### src/common/spem_pkg.sv
// Constants and types shared by the serial port error monitor.
// Assumes a single 25 MHz clock and byte addresses on the register bus.
package spem_pkg;

  localparam int CLK_HZ    = 25_000_000;
  localparam int TICK_MS   = 1;
  localparam int MS_CYCLES = CLK_HZ / 1000 * TICK_MS;
  localparam int NPORT     = 2;

  ////////////////////////////////////////////////////////////////////////////
  localparam logic [7:0] REG_STATUS  = 8'h00;
  localparam logic [7:0] REG_MASK    = 8'h04;
  localparam logic [7:0] REG_FSEL    = 8'h08;
  localparam logic [7:0] REG_PEER_TO = 8'h0C;
  localparam logic [4:0] PO_CFG      = 5'h00;
  localparam logic [4:0] PO_TEL_TO   = 5'h04;
  localparam logic [4:0] PO_RXDATA   = 5'h08;
  localparam logic [4:0] PO_EVENT    = 5'h0C;
  localparam logic [4:0] PO_DIAG0    = 5'h10;
  localparam logic [4:0] PO_DIAG1    = 5'h14;
  localparam logic [4:0] PO_DIAG2    = 5'h18;
  localparam logic [4:0] PO_DIAG3    = 5'h1C;

  ////////////////////////////////////////////////////////////////////////////
  localparam logic [3:0]  CHK_CODE_A    = 4'h1;
  localparam logic [3:0]  CHK_CODE_B    = 4'h9;
  localparam logic [15:0] FSEL_DOWNLOAD = 16'h0017;
  localparam logic [3:0]  OP_STATE_PEER = 4'h6;
  localparam int CFG_PAR_LSB   = 4;
  localparam int CFG_STOP2_BIT = 6;
  localparam int CFG_DIV_LSB   = 16;
  localparam logic [1:0]  PAR_NONE = 2'h0;
  localparam logic [1:0]  PAR_ODD  = 2'h2;
  localparam logic [31:0] CFG_RESET    = 32'h0A2C_0000;
  localparam logic [15:0] TEL_TO_RESET = 16'h0000;
  localparam logic [15:0] FSEL_RESET   = 16'h0000;

  localparam int EV_OP_LSB  = 29;
  localparam int EV_IDX_LSB = 16;
  localparam logic [2:0] EV_VALID = 3'h1;
  localparam logic [2:0] EV_ERROR = 3'h2;
  localparam logic [2:0] EV_END   = 3'h3;
  localparam logic [2:0] EV_PROTO = 3'h4;

  localparam int FLT_PARITY  = 0;
  localparam int FLT_FRAMING = 1;
  localparam int FLT_OVERRUN = 2;
  localparam int FLT_SYNTAX  = 3;
  localparam int FLT_TEL     = 4;
  localparam int FLT_PEER    = 5;
  localparam int FLT_STRIDE  = 8;

  ////////////////////////////////////////////////////////////////////////////
  typedef enum logic [2:0] {RX_IDLE, RX_START, RX_DATA, RX_PAR, RX_STOP} spem_rx_e;

  typedef struct packed {
    spem_rx_e    st;
    logic [15:0] cnt;
    logic [2:0]  bitn;
    logic [7:0]  shreg;
    logic        par;
    logic        stop2;
    logic [7:0]  data;
    logic        full;
    logic        done;
    logic        pe;
    logic        fe;
    logic        oe;
  } spem_rx_s;

  typedef struct packed {
    logic [15:0] cnt;
    logic        fired;
    logic        expire;
  } spem_wd_s;

  typedef struct packed {
    logic [31:0] cfg;
    logic [15:0] tel_to;
    logic        proto_seen;
    logic [15:0] last_param;
    logic [11:0] last_index;
    logic        err_pend;
    logic [2:0]  diag0;
    logic [15:0] diag1;
    logic [15:0] diag2;
    logic [11:0] diag3;
  } spem_port_s;

  typedef struct packed {
    logic [15:0]                 status;
    logic [15:0]                 mask;
    logic [15:0]                 fsel;
    logic [15:0]                 peer_to;
    logic                        ack;
    logic [31:0]                 rdata;
    logic [15:0]                 presc;
    logic                        tick;
    spem_port_s [NPORT-1:0]      port;
  } spem_top_s;

endpackage : spem_pkg

### src/hw/spem_rx.sv
// Receiver for one serial port with parity, stop bit and overrun checks.
// Assumes rxd is already synchronous to mclk and idles high.
`timescale 1ns/1ps
module spem_rx
  import spem_pkg::*;
(
  // Clock and reset
  input  wire logic        mclk,
  input  wire logic        rst,
  // Line and frame setup
  input  wire logic        rxd,
  input  wire logic [15:0] divisor,
  input  wire logic [1:0]  parity_mode,
  input  wire logic        two_stop,
  // Buffer
  input  wire logic        take,
  output logic      [7:0]  data,
  output logic             full,
  // Events
  output logic             byte_done,
  output logic             perr,
  output logic             ferr,
  output logic             oerr
);

  spem_rx_s s_reg;
  spem_rx_s s_next;

  always_comb begin
    s_next      = s_reg;
    s_next.done = 1'b0;
    s_next.pe   = 1'b0;
    s_next.fe   = 1'b0;
    s_next.oe   = 1'b0;
    if (take) begin
      s_next.full = 1'b0;
    end
    unique case (s_reg.st)
      RX_IDLE: if (!rxd) begin
        s_next.st  = RX_START;
        s_next.cnt = {1'b0, divisor[15:1]};
      end
      RX_START: if (s_reg.cnt != 16'h0000) begin
        s_next.cnt = s_reg.cnt - 16'h0001;
      end else if (rxd) begin
        s_next.st = RX_IDLE;
      end else begin
        s_next.st   = RX_DATA;
        s_next.cnt  = divisor - 16'h0001;
        s_next.bitn = 3'h0;
        s_next.par  = 1'b0;
      end
      RX_DATA: if (s_reg.cnt != 16'h0000) begin
        s_next.cnt = s_reg.cnt - 16'h0001;
      end else begin
        s_next.shreg = {rxd, s_reg.shreg[7:1]};
        s_next.par   = s_reg.par ^ rxd;
        s_next.cnt   = divisor - 16'h0001;
        s_next.bitn  = s_reg.bitn + 3'h1;
        s_next.stop2 = 1'b0;
        if (s_reg.bitn == 3'h7) begin
          s_next.st = (parity_mode != PAR_NONE) ? RX_PAR : RX_STOP;
        end
      end
      RX_PAR: if (s_reg.cnt != 16'h0000) begin
        s_next.cnt = s_reg.cnt - 16'h0001;
      end else begin
        s_next.pe  = (s_reg.par ^ rxd) != (parity_mode == PAR_ODD);
        s_next.cnt = divisor - 16'h0001;
        s_next.st  = RX_STOP;
      end
      RX_STOP: if (s_reg.cnt != 16'h0000) begin
        s_next.cnt = s_reg.cnt - 16'h0001;
      end else if (!rxd) begin
        s_next.fe = 1'b1;
        s_next.st = RX_IDLE;
      end else if (two_stop && !s_reg.stop2) begin
        s_next.stop2 = 1'b1;
        s_next.cnt   = divisor - 16'h0001;
      end else begin
        s_next.oe   = s_reg.full && !take;
        s_next.done = 1'b1;
        s_next.data = s_reg.shreg;
        s_next.full = 1'b1;
        s_next.st   = RX_IDLE;
      end
    endcase
  end

  always_ff @(posedge mclk) begin
    if (rst) begin
      s_reg <= '{st: RX_IDLE, default: '0};
    end else begin
      s_reg <= s_next;
    end
  end

  assign data      = s_reg.data;
  assign full      = s_reg.full;
  assign byte_done = s_reg.done;
  assign perr      = s_reg.pe;
  assign ferr      = s_reg.fe;
  assign oerr      = s_reg.oe;

endmodule : spem_rx

### src/hw/spem_top.sv
// Error monitor for two serial ports with an Avalon-MM register slave.
// Assumes synchronous rxd lines, an op_state input from the drive, and
// firmware that parses download text and reports its events by register.
`timescale 1ns/1ps
module spem_top
  import spem_pkg::*;
#(
  parameter int MS_TICK_CYCLES = MS_CYCLES
)(
  // Clock and reset
  input  wire logic        mclk,
  input  wire logic        rst,
  // Avalon-MM slave
  input  wire logic [7:0]  avs_address,
  input  wire logic        avs_read,
  input  wire logic        avs_write,
  input  wire logic [31:0] avs_writedata,
  input  wire logic [3:0]  avs_byteenable,
  output logic      [31:0] avs_readdata,
  output logic             avs_waitrequest,
  // Serial lines
  input  wire logic [1:0]  rxd,
  // Drive state
  input  wire logic [3:0]  op_state,
  // Interrupt
  output logic             irq
);

  spem_top_s s_reg;
  spem_top_s s_next;

  logic [NPORT-1:0] take;
  logic [NPORT-1:0] rx_full;
  logic [NPORT-1:0] rx_done;
  logic [NPORT-1:0] rx_pe;
  logic [NPORT-1:0] rx_fe;
  logic [NPORT-1:0] rx_oe;
  logic [NPORT-1:0] tel_exp;
  logic [NPORT-1:0] peer_exp;
  logic [7:0]       rx_data [NPORT];

  ////////////////////////////////////////////////////////////////////////////
  // Decoding helpers.

  function automatic logic chk_en(input logic [31:0] cfg);
    return (cfg[3:0] == CHK_CODE_A) || (cfg[3:0] == CHK_CODE_B);
  endfunction : chk_en

  function automatic logic port_hit(input logic [7:0] addr, input int p);
    return addr[7:5] == 3'(p + 1);
  endfunction : port_hit

  function automatic logic [31:0] wmerge(input logic [31:0] old, input logic [31:0] val,
                                         input logic [3:0] be);
    logic [31:0] m;
    m = {{8{be[3]}}, {8{be[2]}}, {8{be[1]}}, {8{be[0]}}};
    return (old & ~m) | (val & m);
  endfunction : wmerge

  ////////////////////////////////////////////////////////////////////////////
  // Per-port receivers and watchdogs.

  for (genvar g = 0; g < NPORT; g++) begin : g_port
    logic [31:0] cfg;
    assign cfg = s_reg.port[g].cfg;

    spem_rx u_rx (
      .mclk        (mclk),
      .rst         (rst),
      .rxd         (rxd[g]),
      .divisor     (cfg[CFG_DIV_LSB +: 16]),
      .parity_mode (cfg[CFG_PAR_LSB +: 2]),
      .two_stop    (cfg[CFG_STOP2_BIT]),
      .take        (take[g]),
      .data        (rx_data[g]),
      .full        (rx_full[g]),
      .byte_done   (rx_done[g]),
      .perr        (rx_pe[g]),
      .ferr        (rx_fe[g]),
      .oerr        (rx_oe[g])
    );

    spem_wdog u_tel (
      .mclk   (mclk),
      .rst    (rst),
      .tick   (s_reg.tick),
      .armed  (s_reg.port[g].proto_seen),
      .kick   (rx_done[g]),
      .limit  (s_reg.port[g].tel_to),
      .expire (tel_exp[g])
    );

    spem_wdog u_peer (
      .mclk   (mclk),
      .rst    (rst),
      .tick   (s_reg.tick),
      .armed  (s_reg.port[g].proto_seen && (op_state >= OP_STATE_PEER)),
      .kick   (rx_done[g]),
      .limit  (s_reg.peer_to),
      .expire (peer_exp[g])
    );
  end

  ////////////////////////////////////////////////////////////////////////////
  // Register file and fault collection.

  always_comb begin
    logic        wr;
    logic        rd;
    logic        syn_en;
    logic [15:0] set_v;
    logic [15:0] clr_v;
    logic [31:0] t;
    logic [4:0]  off;
    logic [2:0]  op;
    wr     = avs_write && s_reg.ack;
    rd     = avs_read && !s_reg.ack;
    syn_en = 1'b0;
    set_v  = 16'h0000;
    clr_v  = 16'h0000;
    t      = 32'h0000_0000;
    off    = {avs_address[4:2], 2'b00};
    op     = avs_writedata[EV_OP_LSB +: 3];
    take   = '0;
    s_next = s_reg;

    s_next.ack  = (avs_read || avs_write) && !s_reg.ack;
    s_next.tick = 1'b0;
    if (s_reg.presc == 16'(MS_TICK_CYCLES - 1)) begin
      s_next.presc = 16'h0000;
      s_next.tick  = 1'b1;
    end else begin
      s_next.presc = s_reg.presc + 16'h0001;
    end

    if (wr) begin
      unique case ({avs_address[7:2], 2'b00})
        REG_STATUS: begin
          t     = wmerge(32'h0000_0000, avs_writedata, avs_byteenable);
          clr_v = t[15:0];
        end
        REG_MASK: begin
          t            = wmerge({16'h0000, s_reg.mask}, avs_writedata, avs_byteenable);
          s_next.mask  = t[15:0];
        end
        REG_FSEL: begin
          t            = wmerge({16'h0000, s_reg.fsel}, avs_writedata, avs_byteenable);
          s_next.fsel  = t[15:0];
        end
        REG_PEER_TO: begin
          t              = wmerge({16'h0000, s_reg.peer_to}, avs_writedata, avs_byteenable);
          s_next.peer_to = t[15:0];
        end
        default: ;
      endcase
    end

    for (int p = 0; p < NPORT; p++) begin
      if (chk_en(s_reg.port[p].cfg)) begin
        set_v[p*FLT_STRIDE+FLT_PARITY]  = rx_pe[p];
        set_v[p*FLT_STRIDE+FLT_FRAMING] = rx_fe[p];
        set_v[p*FLT_STRIDE+FLT_OVERRUN] = rx_oe[p];
      end
      set_v[p*FLT_STRIDE+FLT_TEL]  = tel_exp[p];
      set_v[p*FLT_STRIDE+FLT_PEER] = peer_exp[p];
      syn_en = (s_reg.port[p].cfg[3:0] == CHK_CODE_A) && (s_reg.fsel == FSEL_DOWNLOAD);
      take[p] = avs_read && s_reg.ack && port_hit(avs_address, p) && (off == PO_RXDATA);

      if (wr && port_hit(avs_address, p)) begin
        unique case (off)
          PO_CFG:    s_next.port[p].cfg = wmerge(s_reg.port[p].cfg, avs_writedata,
                                                 avs_byteenable);
          PO_TEL_TO: begin
            t                     = wmerge({16'h0000, s_reg.port[p].tel_to}, avs_writedata,
                                           avs_byteenable);
            s_next.port[p].tel_to = t[15:0];
          end
          PO_EVENT: begin
            if (op == EV_VALID) begin
              s_next.port[p].last_param = avs_writedata[15:0];
              s_next.port[p].last_index = avs_writedata[EV_IDX_LSB +: 12];
            end
            if (op == EV_ERROR && syn_en) begin
              s_next.port[p].err_pend = 1'b1;
              s_next.port[p].diag0 = avs_writedata[2:0];
              s_next.port[p].diag2 = s_reg.port[p].last_param;
              s_next.port[p].diag3 = s_reg.port[p].last_index;
            end
            if (op == EV_END) begin
              s_next.port[p].diag1    = s_reg.port[p].last_param;
              set_v[p*FLT_STRIDE+FLT_SYNTAX] = s_reg.port[p].err_pend && syn_en;
              s_next.port[p].err_pend = 1'b0;
            end
            if (op == EV_PROTO) begin
              s_next.port[p].proto_seen = 1'b1;
            end
          end
          default: ;
        endcase
      end
    end

    s_next.status = (s_reg.status & ~clr_v) | set_v;

    if (rd) begin
      s_next.rdata = 32'h0000_0000;
      unique case ({avs_address[7:2], 2'b00})
        REG_STATUS:  s_next.rdata = {16'h0000, s_reg.status};
        REG_MASK:    s_next.rdata = {16'h0000, s_reg.mask};
        REG_FSEL:    s_next.rdata = {16'h0000, s_reg.fsel};
        REG_PEER_TO: s_next.rdata = {16'h0000, s_reg.peer_to};
        default: ;
      endcase
      for (int p = 0; p < NPORT; p++) begin
        if (port_hit(avs_address, p)) begin
          unique case (off)
            PO_CFG:    s_next.rdata = s_reg.port[p].cfg;
            PO_TEL_TO: s_next.rdata = {16'h0000, s_reg.port[p].tel_to};
            PO_RXDATA: s_next.rdata = {23'h00_0000, rx_full[p], rx_data[p]};
            PO_EVENT:  s_next.rdata = {30'h0000_0000, s_reg.port[p].err_pend,
                                       s_reg.port[p].proto_seen};
            PO_DIAG0:  s_next.rdata = {29'h0000_0000, s_reg.port[p].diag0};
            PO_DIAG1:  s_next.rdata = {16'h0000, s_reg.port[p].diag1};
            PO_DIAG2:  s_next.rdata = {16'h0000, s_reg.port[p].diag2};
            PO_DIAG3:  s_next.rdata = {20'h0_0000, s_reg.port[p].diag3};
            default: ;
          endcase
        end
      end
    end
  end

  always_ff @(posedge mclk) begin
    if (rst) begin
      s_reg <= '0;
      for (int p = 0; p < NPORT; p++) begin
        s_reg.port[p].cfg    <= CFG_RESET;
        s_reg.port[p].tel_to <= TEL_TO_RESET;
      end
      s_reg.fsel <= FSEL_RESET;
    end else begin
      s_reg <= s_next;
    end
  end

  ////////////////////////////////////////////////////////////////////////////
  // Bus and interrupt outputs.

  assign avs_readdata    = s_reg.rdata;
  assign avs_waitrequest = (avs_read || avs_write) && !s_reg.ack;
  assign irq             = |(s_reg.status & s_reg.mask);

endmodule : spem_top

### src/hw/spem_wdog.sv
// Telegram gap watchdog counting millisecond ticks.
// Assumes tick is a one-cycle pulse each millisecond; limit zero disables.
`timescale 1ns/1ps
module spem_wdog
  import spem_pkg::*;
(
  // Clock and reset
  input  wire logic        mclk,
  input  wire logic        rst,
  // Control
  input  wire logic        tick,
  input  wire logic        armed,
  input  wire logic        kick,
  input  wire logic [15:0] limit,
  // Event
  output logic             expire
);

  spem_wd_s s_reg;
  spem_wd_s s_next;

  always_comb begin
    s_next        = s_reg;
    s_next.expire = 1'b0;
    if (!armed || kick) begin
      s_next.cnt   = 16'h0000;
      s_next.fired = 1'b0;
    end else if (tick && !s_reg.fired && limit != 16'h0000) begin
      if (s_reg.cnt == limit) begin
        s_next.expire = 1'b1;
        s_next.fired  = 1'b1;
      end else begin
        s_next.cnt = s_reg.cnt + 16'h0001;
      end
    end
  end

  always_ff @(posedge mclk) begin
    if (rst) begin
      s_reg <= '0;
    end else begin
      s_reg <= s_next;
    end
  end

  assign expire = s_reg.expire;

endmodule : spem_wdog

### config.mk
export PLATFORM = sky130hd
export DESIGN_NAME = spem_top
export DESIGN_NICKNAME = d
export VERILOG_FILES = /design/src/common/spem_pkg.sv /design/src/hw/spem_rx.sv /design/src/hw/spem_top.sv /design/src/hw/spem_wdog.sv
export SDC_FILE = /design/constraint.sdc
export NUM_CORES = 1
export LEC_CHECK = 0
export BUFFER_PORTS_ARGS = -buffer_cell sky130_fd_sc_hd__buf_2
export CORE_MARGIN = 8
export CORE_UTILIZATION = 40
export CTS_CLUSTER_SIZE = 25
export DETAILED_ROUTE_END_ITERATION = 7
export SLEW_MARGIN = 20
export SYNTH_ARGS = -nofsm -noshare
export SYNTH_HDL_FRONTEND = slang
export SYNTH_SLANG_ARGS = --single-unit
### constraint.sdc
create_clock -name mclk -period 3 [get_ports mclk]
set_input_delay 0 -clock mclk [delete_from_list [all_inputs] [get_ports mclk]]
set_output_delay 0 -clock mclk [all_outputs]
set_load 0.05 [all_outputs]
Word level (Yosys, flattened, before mapping)
Index checks and enable logic that the tools add are counted. Widths: inputs -> output; s select.

Input bits: 54. Output and inout port bits: 34. Register bits: 526. Word-level logic and storage cells: 390.

Reductions and logical operators: 122. Muxes and demuxes: 86. Equal/unequal tests: 66. Bitwise logic cells: 40. $lt $le $gt $ge: 1. Add/subtract/negate cells: 11.

Operator list (number): $pmux 32 s8 (2); $mux 16 (12); $pmux 19 s5 (2); $and 16x16->16 (7); $and 32x32->32 (3); $add 16x1->16 const B (5); $or 16x16->16 (5); $reduce_bool 16->1 (5); $mux 19 (4); $eq 16x16->1 (4); $mux 32 (2); $or 32x32->32 (2); $pmux 16 s4 (1); $sub 16x1->16 const B (4); $mux 3 (20); $mux 11 (4); $reduce_and 2->1 (17); $not 32->32 (1); $logic_and 1x1->1 (30); $reduce_and 3->1 (10); $ne 2x2->1 const B (14); $eq 3x2->1 const B (9); $eq 3x3->1 const B (9); $mux 13 (2); other kinds (38) (152).

Depth between registers and ports, before layout
Gate-level depths: netlist (run 1).

Depth after elaboration: 8. Mapped depth: 13.

By module
Synthesis (run 1) repeated with hierarchy kept, for this count alone.

Cell total of the unflattened synthesis: 3055. Area total of the unflattened synthesis: 25599.6 um^2.

Modules (own cells, without submodules): spem_top (area each 15798.9 um^2, times used 1, cells an instance 1843, seq. area each 7287.0 um^2); spem_wdog (area each 1136.1 um^2, times used 4, cells an instance 138, seq. area each 360.3 um^2); spem_rx (g_port[0].u_rx) (area each 2678.8 um^2, times used 1, cells an instance 332, seq. area each 900.9 um^2); spem_rx (g_port[1].u_rx) (area each 2577.5 um^2, times used 1, cells an instance 328, seq. area each 900.9 um^2).

Least setup slack after synthesis (run 1)
OpenSTA, ideal clock, no wires.

Kind: flip-flop to flip-flop. From: register g_port[0].u_rx.s_reg[34] (netlist bit). To: register g_port[0].u_rx.s_reg[34] (netlist bit). Slack: -0.261 ns. Library setup time: 0.070 ns. Clock period less this slack: 3.261 ns. Data arrival time: 3.190 ns. Stages on the path, launching flop included: 14. Path through: dfxtp_1 > clkbuf_1 > or4_1 > nor4_4 > clkbuf_1 > a21oi_1 > ha_1 > or3b_2 > clkbuf_1 > nor2_1 > o21ai_0 > o311ai_0 > a311o_1 > a21oi_1.

Cells in the longest elaborated chain, start to end: 3. Elaborated cells between the ends (all ways): 10.

Ends and longest elaborated chain: start, declared (line spem_rx.sv:26) `spem_rx_s s_reg;`; start signal, assigned (line spem_rx.sv:94) `s_reg <= s_next;`; $sub 16x1->16 or $reduce_bool 16->1 (tied branches); $mux 16, or another cell as far along (line spem_rx.sv:72) `RX_STOP: if (s_reg.cnt != 16'h0000) begin`; $pmux 19 s5 or $reduce_and 4->1 (tied branches).

Parallel ways exist; a longest one is shown, timed or not. A chain may end at the register's enable or synchronous reset.

Worst setup path after layout (run 1)
From: register g_port[1].u_rx.s_reg[40] (netlist bit). To: register g_port[1].u_rx.s_reg[40] (netlist bit).

Cells in the longest elaborated chain, start to end: 3. Elaborated cells between the ends (all ways): 10.

Ends and longest elaborated chain (line): start, declared (spem_rx.sv:26); start signal, assigned (spem_rx.sv:94); $sub 16x1->16 or $reduce_bool 16->1 (tied branches); $mux 16, or another cell as far along (spem_rx.sv:72); $pmux 19 s5 or $reduce_and 4->1 (tied branches).

Parallel ways exist; a longest one is shown, timed or not.

==> results of run 1 <==
routing by layer:
layer | GRT usage [%] | part of all wire, % | vias up
met2 | 35.8 | 45 | 985
met1 | 30.2 | 43 | 10900
li1 | - | - | 10800
met4 | 9.08 | 4.0 | 0
met3 | 4.54 | 8.6 | 189
met5 | 0 | 0 | -
worst paths after layout:
check / end / cells past startpoint
worst min register to register: s_reg[15] / 2
worst max register to register: g_port[1].u_rx.s_reg[40] / 10
worst min-delay path: g_port[1].u_peer.s_reg[10] / 5
worst max-delay path: g_port[1].u_rx.s_reg[40] / 10
cells by family after synthesis:
family          after synthesis  synth area share [%]
fa+ha+maj                    11                 0.560
simple gates               1259                  23.4
buf+inv                     267                  4.67
flops                       526                  42.8
mux                         152                  7.13
xor+xnor                    117                  4.17
compound gates              694                  17.3
timing repair:
action | 4_1_cts | 5_1_grt
setup buffers | 0 | 3
setup endpoints to repair | 0 | 7
resized for setup | 0 | 10
hold endpoints to repair | 265 | 0
hold buffers | 51 | 0
area by class of cell:
cell class / instances / area share [%]
clock buffer: 76 / 5.85
multi-input combinational: 2233 / 45.8
antenna: 1 / 0.00883
timing repair buffer: 237 / 6.12
clock inverter: 26 / 1.14
sequential: 526 / 37.2
inverter: 29 / 0.384
tap: 790 / 3.49
tightest hold or removal path: stages:
cell and delay (ns):
sky130_fd_sc_hd__buf_2 0.10, sky130_fd_sc_hd__a21oi_1 0.21, sky130_fd_sc_hd__nor2_1 0.16, sky130_fd_sc_hd__o211ai_1 0.11, sky130_fd_sc_hd__nand2_1 0.05
report_power, final:
part           switching, W  internal, W
clock               0.00304      0.00439
combinational       0.00116     0.000624
sequential        0.0000980      0.00707
through the flow:
step / utilization (%) / cell area (um^2) / cells
2_1_floorplan: - / 24600 / 3026
5_1_grt: 46.3 / 28300 / 3917
4_1_cts: 46.2 / 28300 / 3914
3_3_place_gp: 42.1 / 25800 / 3761
3_5_place_dp: 42.1 / 25800 / 3761
6_report: 46.3 / 28300 / 3918
cell usage in the layout, fill, tap and decap left out, types with 10 or more instances in the layout:
| cell | netlist | layout |
|---|---|---|
| sky130_fd_sc_hd__a211oi_1 | 23 | 23 |
| sky130_fd_sc_hd__a21oi_1 | 351 | 349 |
| sky130_fd_sc_hd__a221oi_1 | 19 | 19 |
| sky130_fd_sc_hd__a22o_1 | 29 | 29 |
| sky130_fd_sc_hd__a22oi_1 | 33 | 33 |
| sky130_fd_sc_hd__a31oi_1 | 16 | 16 |
| sky130_fd_sc_hd__and2_1 | 18 | 18 |
| sky130_fd_sc_hd__and3_1 | 20 | 20 |
| sky130_fd_sc_hd__buf_2 | 8 | 82 |
| sky130_fd_sc_hd__buf_4 | 32 | 101 |
| sky130_fd_sc_hd__clkbuf_16 | 0 | 58 |
| sky130_fd_sc_hd__clkbuf_8 | 0 | 14 |
| sky130_fd_sc_hd__clkinv_2 | 0 | 11 |
| sky130_fd_sc_hd__dfxtp_1 | 526 | 523 |
| sky130_fd_sc_hd__dlygate4sd3_1 | 0 | 51 |
| sky130_fd_sc_hd__ha_1 | 11 | 10 |
| sky130_fd_sc_hd__inv_1 | 27 | 27 |
| sky130_fd_sc_hd__mux2_2 | 15 | 15 |
| sky130_fd_sc_hd__mux2i_1 | 120 | 120 |
| sky130_fd_sc_hd__mux4_2 | 17 | 17 |
| sky130_fd_sc_hd__nand2_1 | 550 | 549 |
| sky130_fd_sc_hd__nand2b_1 | 12 | 12 |
| sky130_fd_sc_hd__nand3_1 | 128 | 128 |
| sky130_fd_sc_hd__nand4_1 | 37 | 37 |
| sky130_fd_sc_hd__nor2_1 | 278 | 274 |
| sky130_fd_sc_hd__nor2b_1 | 19 | 18 |
| sky130_fd_sc_hd__nor3_1 | 44 | 43 |
| sky130_fd_sc_hd__nor4_1 | 49 | 48 |
| sky130_fd_sc_hd__o211ai_1 | 19 | 19 |
| sky130_fd_sc_hd__o21ai_0 | 99 | 97 |
| sky130_fd_sc_hd__o22ai_1 | 10 | 10 |
| sky130_fd_sc_hd__o31ai_1 | 11 | 11 |
| sky130_fd_sc_hd__or3_1 | 32 | 30 |
| sky130_fd_sc_hd__or4_1 | 27 | 24 |
| sky130_fd_sc_hd__xnor2_1 | 35 | 34 |
| sky130_fd_sc_hd__xor2_1 | 82 | 82 |
==> impl_metrics.sql, run 1 <==
INSERT INTO impl_metrics (metric_group, metric, value, unit) VALUES
('critical_path', 'critical_path_class', 'reg2reg', ''),
('finish', 'num-nets-final', '3149', ''),
('timing', 'setup_viol', '0', ''),
('power_and_ir_drop', 'ir_drop', '0.000443', 'V'),
('detailed_routing', 'via_count', '22900', ''),
('synth', 'most_common_flop_cell_mapped_by_yosys', 'sky130_fd_sc_hd__dfxtp_1', ''),
('critical_path', 'type_of_element_capturing_the_critical_path', 'flip-flop', ''),
('timing', 'slew_violations', '0', ''),
('synth', 'post_synth_main_area_contributors', 'sky130_fd_sc_hd__dfxtp_1 (43%), sky130_fd_sc_hd__nand2_1 (8.4%), sky130_fd_sc_hd__a21oi_1 (7.1%)', ''),
('timing', 'tightest_slew', '1.07', 'ns'),
('place', 'post-dp-hpwl', '56700', 'um'),
('synth', 'asyncSetResetFlopFracSynth', '0', '%'),
('global_route', 'grt_overflow_total', '0', ''),
('detailed_routing', 'drt_wl_total', '83000', 'um'),
('clock_network', 'numClockSinks', '526', ''),
('clock_network', 'clock_tree_from_tritoncts', 'built', ''),
('detailed_routing', 'route.antenna.remaining_nets', '0', ''),
('finish', 'multiInputGateArea', '0.0130', 'mm^2'),
('critical_path', 'cp_top_family', 'simple AND/OR/NAND/NOR gates', ''),
('global_route', 'number_of_antenna_violations_at_the_first_check_in_global_routing', '3', ''),
('critical_path', 'crit_path_start_kind', 'flip-flop', ''),
('synth', 'yosysTopAreaCell', 'sky130_fd_sc_hd__dfxtp_1', ''),
('critical_path', 'critPathLaunch', 'g_port[1].u_rx.s_reg[40]', ''),
('critical_path', 'regToRegSetupSlack', '0.14', 'ns'),
('critical_path', 'r2r-start', 'g_port[1].u_rx.s_reg[40]', ''),
('synth', 'syn_nets', '3091', ''),
('critical_path', 'timing.critical_path.arrival', '3.40', 'ns'),
('timing', 'worst_hold_slack', '0.0437', 'ns'),
('timing', 'finalCriticalPeriod', '2.86', 'ns'),
('die', 'floorplan.die.width', '264', 'um'),
('die', 'die_y', '264', 'um'),
('critical_path', 'cpMostUsedCell', 'sky130_fd_sc_hd__or4_4', ''),
('global_route', 'grt_first_pass_wirelength', '127000', 'um'),
('synth', 'ys_types', '88', ''),
('die', 'coreArea', '0.0613', 'mm^2'),
('synth', 'synth.most_common_cell', 'sky130_fd_sc_hd__nand2_1', ''),
('power_and_ir_drop', 'total_power', '0.0164', 'W'),
('critical_path', 'critical_path.max_stage_delay', '0.55', 'ns'),
('power_and_ir_drop', 'power_leakage', '10.5', 'nW'),
('detailed_routing', 'drt-initial-drc-count', '2461', ''),
('critical_path', 'critical_path_buf_inv_count', '0', ''),
('global_route', 'pin_count_of_the_biggest_net_entering_global_routing', '101', ''),
('status', 'run_status', 'finished, final reports clean', ''),
('critical_path', 'cp_cell_sequence', 'or4_4, or4_4, nor2_4, a21oi_2, ha_2, nand2_2, a311o_1, nor4_1, or4_1, a31oi_1', ''),
('clock_network', 'root_buffer', 'sky130_fd_sc_hd__clkbuf_16', ''),
('global_route', 'grt_pass1_vias', '21700', ''),
('timing', 'fin_setup_tns', '0', 'ns'),
('power_and_ir_drop', 'pwr_density_cell', '578', 'mW/mm^2'),
('synth', 'synth_cells', '3026', ''),
('synth', 'post_synth_instance_area', '0.0246', 'mm^2'),
('detailed_routing', 'drt-wirelength-per-cell', '21.2', 'um'),
('synth', 'synth_top_cells_by_count', 'sky130_fd_sc_hd__nand2_1 (550), sky130_fd_sc_hd__dfxtp_1 (526), sky130_fd_sc_hd__a21oi_1 (351)', ''),
('timing', 'worst_slew_margin_rel', '28.6', '%'),
('timing', 'hold_viol_final', '0', ''),
('synth', 'netlist.area_leader.share', '42.8', '%'),
('finish', 'register_area', '0.0105', 'mm^2'),
('finish', 'layout-drive-gt1-share', '11.8', '%'),
('hold_path', 'hold_start', 'op_state[2]', ''),
('timing', 'post-route-worst-setup-slack', '0.144', 'ns'),
('critical_path', 'critPathSlowestCell', 'sky130_fd_sc_hd__or4_4', ''),
('place', 'placer_s_final_routability_congestion_estimate', '0.898', ''),
('synth', 'ys_seq_elements', '526', ''),
('finish', 'number_of_filler_instances_in_the_final_layout', '5975', ''),
('place', 'pre_cts_slack', '0.117', 'ns'),
('critical_path', 'worst_ep_required_time', '3.55', 'ns'),
('clock_network', 'cts.clk_slew.worst_paths', '0.07', 'ns'),
('clock_network', 'h-tree-depth', '2', ''),
('die', 'rows', '91', ''),
('die', 'initial_core_utilization', '40.2', '%'),
('timing', 'clock_skew', '0.0259', 'ns'),
('global_route', 'globalRouteTotalUtil', '22.7', '%');
Note: power is estimated with default switching activity, not from simulation.
==> inputs of run 2 (changes only) <==
PLACE_DENSITY_LB_ADDON = 0.08   (was default)
==> run 2 against run 1 <==
Worst setup slack better by 0.0027 ns. Core utilization rose by 0.086 points. First-iteration DRC count down 18%. Final cell count grew 0.10%. Critical endpoint is now g_port[1].u_rx.s_reg[32].
==> impl_metrics.sql, run 2 (synthesized netlist as in run 1, its figures left out) <==
INSERT INTO impl_metrics (metric_group, metric, value, unit) VALUES
('status', 'run_status', 'finished, final reports clean', ''),
('global_route', 'globalRouteMet1Util', '32.0', '%'),
('power_and_ir_drop', 'ir_drop', '0.000509', 'V'),
('die', 'die_y', '264', 'um'),
('detailed_routing', 'drt_wl_total', '85700', 'um'),
('critical_path', 'critical_path_class', 'reg2reg', ''),
('die', 'rows', '91', ''),
('timing', 'slew_violations', '0', ''),
('critical_path', 'regToRegSetupSlack', '0.15', 'ns'),
('run', 'max_cap_viol_count', '0', ''),
('global_route', 'grt_use_met2', '37.7', '%'),
('global_route', 'pin_count_of_the_biggest_net_entering_global_routing', '171', ''),
('power_and_ir_drop', 'switching_share', '26.0', '%'),
('critical_path', 'crit_path_start_kind', 'flip-flop', ''),
('detailed_routing', 'via_count', '22600', ''),
('timing', 'worst_slew_margin_rel', '34.3', '%'),
('clock_network', 'clock_latency', '0.63', 'ns'),
('timing', 'clock_skew', '0.0194', 'ns'),
('global_route', 'grt_overflow_total', '0', ''),
('finish', 'layout-drive-gt1-share', '11.5', '%'),
('place', 'placer_s_final_routability_congestion_estimate', '0.888', ''),
('finish', 'fin_cells', '3922', ''),
('power_and_ir_drop', 'power_leakage', '10.6', 'nW'),
('critical_path', 'crit_end', 'g_port[1].u_rx.s_reg[32]', ''),
('timing', 'setup_viol', '0', ''),
('finish', 'mostFrequentLayoutCells', 'sky130_fd_sc_hd__nand2_1 (549), sky130_fd_sc_hd__dfxtp_1 (524), sky130_fd_sc_hd__a21oi_1 (350)', ''),
('power_and_ir_drop', 'power_frac_comb', '10.5', '%'),
('power_and_ir_drop', 'internal_power', '0.0123', 'W'),
('die', 'coreArea', '0.0613', 'mm^2'),
('place', 'numPlacedInstances', '3759', ''),
('detailed_routing', 'drt_pass1_iterations', '6', ''),
('die', 'initial_core_utilization', '40.2', '%'),
('detailed_routing', 'route.antenna.remaining_nets', '0', ''),
('detailed_routing', 'route.detailed.drc', '0', ''),
('critical_path', 'critPathSlowestCell', 'sky130_fd_sc_hd__or4_4', ''),
('critical_path', 'cpMostUsedCell', 'sky130_fd_sc_hd__or4_4', ''),
('detailed_routing', 'via_per_inst', '5.77', ''),
('critical_path', 'critical_path.max_stage_delay', '0.57', 'ns'),
('critical_path', 'type_of_element_capturing_the_critical_path', 'flip-flop', ''),
('hold_path', 'whs_path_cells', '5', ''),
('place', 'pre_cts_slack', '0.117', 'ns'),
('die', 'floorplan.die.width', '264', 'um'),
('clock_network', 'numClockSinks', '526', ''),
('timing', 'post-route-worst-setup-slack', '0.146', 'ns'),
('timing', 'worst_hold_slack', '0.100', 'ns'),
('place', 'post-dp-hpwl', '59100', 'um'),
('hold_path', 'type_of_the_tightest_min_delay_check', 'in2reg', ''),
('critical_path', 'crit_path_max_fanout', '5', ''),
('clock_network', 'cts_inserted_buffers', '59', ''),
('timing', 'unrepaired_setup_endpoints_after_global_routing', 'no', ''),
('global_route', 'grt_first_pass_wirelength', '131000', 'um'),
('global_route', 'use_met3', '3.50', '%'),
('finish', 'num-nets-final', '3147', ''),
('critical_path', 'rr_worst_depth', '11', ''),
('power_and_ir_drop', 'pwr_density_cell', '584', 'mW/mm^2'),
('critical_path', 'cp_cell_sequence', 'or4_4, or4_4, nor2_4, a21oi_1, ha_2, nand2_2, a311o_1, buf_4, o22a_1, o21ai_0, a221oi_1', ''),
('clock_network', 'cts_max_path_buffers', '3', ''),
('critical_path', 'critPathLaunch', 'g_port[1].u_rx.s_reg[38]', ''),
('timing', 'timing.fmax', '350', 'MHz'),
('die', 'design.portCount', '88', ''),
('die', 'die-area', '0.0697', 'mm^2'),
('timing', 'fin_setup_tns', '0', 'ns'),
('detailed_routing', 'drt-initial-drc-count', '2019', ''),
('global_route', 'number_of_antenna_violations_at_the_first_check_in_global_routing', '3', ''),
('clock_network', 'h-tree-depth', '2', ''),
('critical_path', 'timing.critical_path.arrival', '3.36', 'ns'),
('power_and_ir_drop', 'clock_power_share', '46.2', '%'),
('clock_network', 'cts.clk_slew.worst_paths', '0.06', 'ns'),
('critical_path', 'timing.rr.end', 'g_port[1].u_rx.s_reg[32]', ''),
('timing', 'finalCritPeriodShare', '95.1', '%'),
('global_route', 'globalRouteTotalUtil', '23.5', '%'),
('power_and_ir_drop', 'power.net_switching', '0.00431', 'W'),
('global_route', 'grt_pass1_vias', '21500', ''),
('power_and_ir_drop', 'seq_power_share', '43.3', '%'),
('critical_path', 'r2r-start', 'g_port[1].u_rx.s_reg[38]', ''),
('finish', 'area.growth.synth_to_final', '15.4', '%'),
('timing', 'hold_viol_final', '0', ''),
('clock_network', 'root_buffer', 'sky130_fd_sc_hd__clkbuf_16', ''),
('finish', 'layout.cells.most_common', 'sky130_fd_sc_hd__nand2_1', ''),
('detailed_routing', 'drt-wirelength-per-cell', '21.8', 'um'),
('timing', 'tightest_slew', '0.985', 'ns'),
('place', 'buffer_ports.inserted', '84', ''),
('global_route', 'busiest_layer', 'met2', ''),
('timing', 'finalCriticalPeriod', '2.85', 'ns'),
('clock_network', 'clock_tree_from_tritoncts', 'built', ''),
('critical_path', 'worst_ep_required_time', '3.51', 'ns');
==> run 2: worst min-delay path by stage <==
stage	start	slack [ns]	endpoint
floorplan	avs_writedata[16]	0.14	s_reg[173]
CTS	op_state[1]	0.1	g_port[1].u_peer.s_reg[1]
global route	op_state[2]	0.14	g_port[1].u_peer.s_reg[1]
detailed placement	avs_writedata[28]	0.29	flip-flop
finish	op_state[2]	0.10	g_port[1].u_peer.s_reg[10]
global placement	avs_writedata[28]	0.28	flip-flop
==> run 2: timing repair <==
item | 4_1_cts | 5_1_grt
hold buffers | 49 | 0
setup endpoints to repair | 0 | 6
buffers inserted | 0 | 2
gates resized for setup | 0 | 3
endpoints found under the hold margin | 255 | 0
==> run 2: area by class of cell <==
class / instances / area, um^2
fillers: 6085 / 32900
multi-input cells: 2233 / 13000
flip-flops and latches: 526 / 10500
repair buffers: 233 / 1730
clock buffers: 83 / 1690
well taps: 790 / 988
clock inverters: 26 / 357
inverters: 29 / 109
diodes: 2 / 5.00
==> run 2: stage by stage <==
step | total power [W] | cell area [um^2] | util (%)
floorplan | 0.00842 | 24600 | -
CTS | 0.0167 | 28300 | 46.3
global placement | 0.00896 | 25800 | 42.1
finish | 0.0166 | 28400 | 46.4
detailed placement | 0.00898 | 25800 | 42.1
global route | 0.0172 | 28400 | 46.3
==> run 2: metal layers <==
metal	part of all wire, %	wire length, um
met3	6.1	5230
met2	45	38900
met5	0.015	13
met4	3.5	3000
met1	45	38500
==> run 2: power by group through the flow <==
stage / combinational [W] / sequential, W / clock, W
after detailed placement: 0.00166 / 0.00732 / 0
after global routing: 0.00187 / 0.00718 / 0.00810
after floorplan: 0.00114 / 0.00729 / 0
final: 0.00174 / 0.00717 / 0.00766
after global placement: 0.00164 / 0.00732 / 0
after CTS: 0.00172 / 0.00717 / 0.00782
==> run 2: worst max-delay path, delay by kind of cell, from the launching register on <==
kind,cells,cell delay [ns]
compound gates,5,0.68
fa+ha+maj,1,0.20
buf+inv,1,0.17
flops,1,0.34
simple gates,4,1.35
==> inputs of run 3 (changes only) <==
CTS_BUF_LIST = sky130_fd_sc_hd__clkbuf_8   (was default)
==> run 3 against run 2 <==
Clock-buffer cell count is 50 higher. Register-to-register slack about the same. Highest routed layer unchanged. Core utilization grew 0.063 points. Via count increased by 1.1%. Fmax is 0.50% lower. Global-route usage grew 0.18 points. Clock skew grew 0.013 ns. Sequential cell count stayed put. Sequential share of layout area decreased by 0.051 points. Final cell count is 1.6% higher. Worst hold slack worse by 0.062 ns. Critical endpoint unchanged. Routed wire length is 0.74% higher.
==> impl_metrics.sql, run 3 (synthesized netlist as in run 1, its figures left out) <==
INSERT INTO impl_metrics (metric_group, metric, value, unit) VALUES
('status', 'run_status', 'finished, final reports clean', ''),
('hold_path', 'type_of_the_tightest_min_delay_check', 'in2reg', ''),
('finish', 'area.growth.synth_to_final', '15.6', '%'),
('finish', 'number_of_filler_instances_in_the_final_layout', '6134', ''),
('power_and_ir_drop', 'internal_power', '0.0119', 'W'),
('die', 'die_y', '264', 'um'),
('finish', 'mostFrequentLayoutCells', 'sky130_fd_sc_hd__nand2_1 (549), sky130_fd_sc_hd__dfxtp_1 (524), sky130_fd_sc_hd__a21oi_1 (350)', ''),
('global_route', 'pin_count_of_the_biggest_net_entering_global_routing', '171', ''),
('critical_path', 'r2r-start', 'g_port[1].u_rx.s_reg[38]', ''),
('place', 'numPlacedInstances', '3759', ''),
('timing', 'setup_viol', '0', ''),
('power_and_ir_drop', 'switching_share', '26.9', '%'),
('timing', 'slew_violations', '0', ''),
('finish', 'layout-drive-gt1-share', '13.1', '%'),
('detailed_routing', 'drt-initial-drc-count', '2100', ''),
('timing', 'fin_setup_tns', '0', 'ns'),
('finish', 'finalInstanceArea', '0.0284', 'mm^2'),
('power_and_ir_drop', 'power.net_switching', '0.00437', 'W'),
('die', 'rows', '91', ''),
('die', 'initial_core_utilization', '40.2', '%'),
('timing', 'unrepaired_setup_endpoints_after_global_routing', 'no', ''),
('detailed_routing', 'route.antenna.remaining_nets', '0', ''),
('critical_path', 'crit_path_max_fanout', '5', ''),
('clock_network', 'clock_latency', '0.69', 'ns'),
('global_route', 'grt_first_pass_wirelength', '132000', 'um'),
('place', 'buffer_ports.inserted', '84', ''),
('finish', 'num-nets-final', '3181', ''),
('die', 'floorplan.die.width', '264', 'um'),
('die', 'die-area', '0.0697', 'mm^2'),
('clock_network', 'cts.clk_slew.worst_paths', '0.06', 'ns'),
('die', 'design.portCount', '88', ''),
('detailed_routing', 'via_count', '22900', ''),
('finish', 'layout.cells.most_common', 'sky130_fd_sc_hd__nand2_1', ''),
('critical_path', 'crit_path_start_kind', 'flip-flop', ''),
('detailed_routing', 'via_per_inst', '5.74', ''),
('clock_network', 'cts_inserted_buffers', '95', ''),
('power_and_ir_drop', 'power_leakage', '10.7', 'nW'),
('critical_path', 'critical_path_class', 'reg2reg', ''),
('place', 'post-dp-hpwl', '59100', 'um'),
('timing', 'finalCriticalPeriod', '2.87', 'ns'),
('critical_path', 'cp_cell_sequence', 'or4_4, or4_4, nor2_4, a21oi_1, ha_2, nand2_2, a311o_1, buf_4, o22a_1, o21ai_0, a221oi_1', ''),
('detailed_routing', 'drt_pass1_iterations', '5', ''),
('critical_path', 'timing.critical_path.arrival', '3.44', 'ns'),
('clock_network', 'numClockSinks', '526', ''),
('global_route', 'number_of_antenna_violations_at_the_first_check_in_global_routing', '3', ''),
('critical_path', 'critPathLaunch', 'g_port[1].u_rx.s_reg[38]', ''),
('power_and_ir_drop', 'ir_drop', '0.000328', 'V'),
('timing', 'timing.fmax', '349', 'MHz'),
('global_route', 'grt_overflow_total', '0', ''),
('power_and_ir_drop', 'total_power', '0.0162', 'W'),
('power_and_ir_drop', 'clock_power_share', '45.1', '%'),
('power_and_ir_drop', 'power_frac_comb', '10.7', '%'),
('clock_network', 'h-tree-depth', '3', ''),
('global_route', 'grt_pass1_vias', '21900', ''),
('timing', 'clock_skew', '0.0321', 'ns'),
('clock_network', 'clock_tree_from_tritoncts', 'built', ''),
('timing', 'tightest_slew', '1.12', 'ns'),
('finish', 'fin_cells', '3986', ''),
('global_route', 'globalRouteTotalUtil', '23.7', '%'),
('critical_path', 'type_of_element_capturing_the_critical_path', 'flip-flop', ''),
('critical_path', 'cpMostUsedCell', 'sky130_fd_sc_hd__or4_4', ''),
('finish', 'layout.core_utilization', '46.4', '%'),
('place', 'dpl_cell_area', '0.0258', 'mm^2'),
('timing', 'worst_slew_margin_rel', '25.5', '%'),
('critical_path', 'critPathSlowestCell', 'sky130_fd_sc_hd__or4_4', ''),
('hold_path', 'hold_start', 'op_state[2]', ''),
('run', 'max_cap_viol_count', '0', ''),
('clock_network', 'cts_max_path_buffers', '3', ''),
('die', 'coreArea', '0.0613', 'mm^2'),
('detailed_routing', 'route.detailed.drc', '0', ''),
('timing', 'finalCritPeriodShare', '95.6', '%'),
('clock_network', 'root_buffer', 'sky130_fd_sc_hd__clkbuf_8', ''),
('critical_path', 'critical_path.max_stage_delay', '0.57', 'ns'),
('detailed_routing', 'drt-wirelength-per-cell', '21.6', 'um'),
('place', 'placer_s_final_routability_congestion_estimate', '0.888', ''),
('timing', 'hold_viol_final', '0', ''),
('power_and_ir_drop', 'pwr_density_cell', '571', 'mW/mm^2'),
('detailed_routing', 'drt_wl_total', '86300', 'um'),
('power_and_ir_drop', 'seq_power_share', '44.2', '%'),
('critical_path', 'worst_ep_required_time', '3.57', 'ns');
[run 3: per-layer routing]
layer,part of all wire [%],up-vias,global-route usage (%)
met1,45,11000,31.7
met5,0.015,-,0
li1,-,10900,-
met4,3.9,2,10.0
met3,6.3,178,3.83
met2,45,821,37.7
[run 3: timing repair]
action | in CTS | in global routing
resized for setup | 0 | 3
setup endpoints to repair | 0 | 6
hold buffers | 48 | 0
hold endpoints to repair | 263 | 0
buffers inserted | 0 | 2
[run 3: layout make-up]
| class | count | area (um^2) | area share [%] |
|---|---|---|---|
| Clock buffer | 133 | 1830 | 6.44 |
| Sequential cell | 526 | 10500 | 37.0 |
| Clock inverter | 43 | 274 | 0.964 |
| Inverter | 29 | 109 | 0.383 |
| Antenna cell | 1 | 2.50 | 0.00880 |
| Timing Repair Buffer | 231 | 1710 | 6.00 |
| Tap cell | 790 | 988 | 3.48 |
| Multi-Input combinational cell | 2233 | 13000 | 45.7 |
[run 3: worst max-delay path, delay by kind of cell, from the launching register on]
| kind | cells | cell delay [ns] |
|---|---|---|
| AO/OA/AOI/OAI | 5 | 0.69 |
| adder cells (fa/ha/maj) | 1 | 0.20 |
| buffers and inverters | 1 | 0.16 |
| flip-flops | 1 | 0.34 |
| AND/OR/NAND/NOR | 4 | 1.35 |
[run 3: worst paths after layout]
kind              cells after the start                          to  slack, ns
setup reg to reg                     11    g_port[1].u_rx.s_reg[32]       0.13
setup / recovery                     11    g_port[1].u_rx.s_reg[32]       0.13
hold reg to reg                       2                  s_reg[352]       0.44
hold / removal                        5  g_port[1].u_peer.s_reg[14]       0.04
[run 3: metrics by stage]
step | hold slack, ns | setup WS, ns
final | 0.0379 | 0.132
after global routing | 0.0683 | 0.00314
after CTS | 0.00565 | 0.0918
after detailed placement | 0.288 | 0.117
after global placement | 0.284 | 0.136
after floorplan | 0.136 | 0.0143
[run 3: power groups by stage]
stage,clock (W),sequential (W),combinational (W)
2_1_floorplan,0,0.00729,0.00114
3_3_place_gp,0,0.00732,0.00164
3_5_place_dp,0,0.00732,0.00166
4_1_cts,0.00752,0.00717,0.00172
5_1_grt,0.00784,0.00718,0.00188
6_report,0.00732,0.00717,0.00174
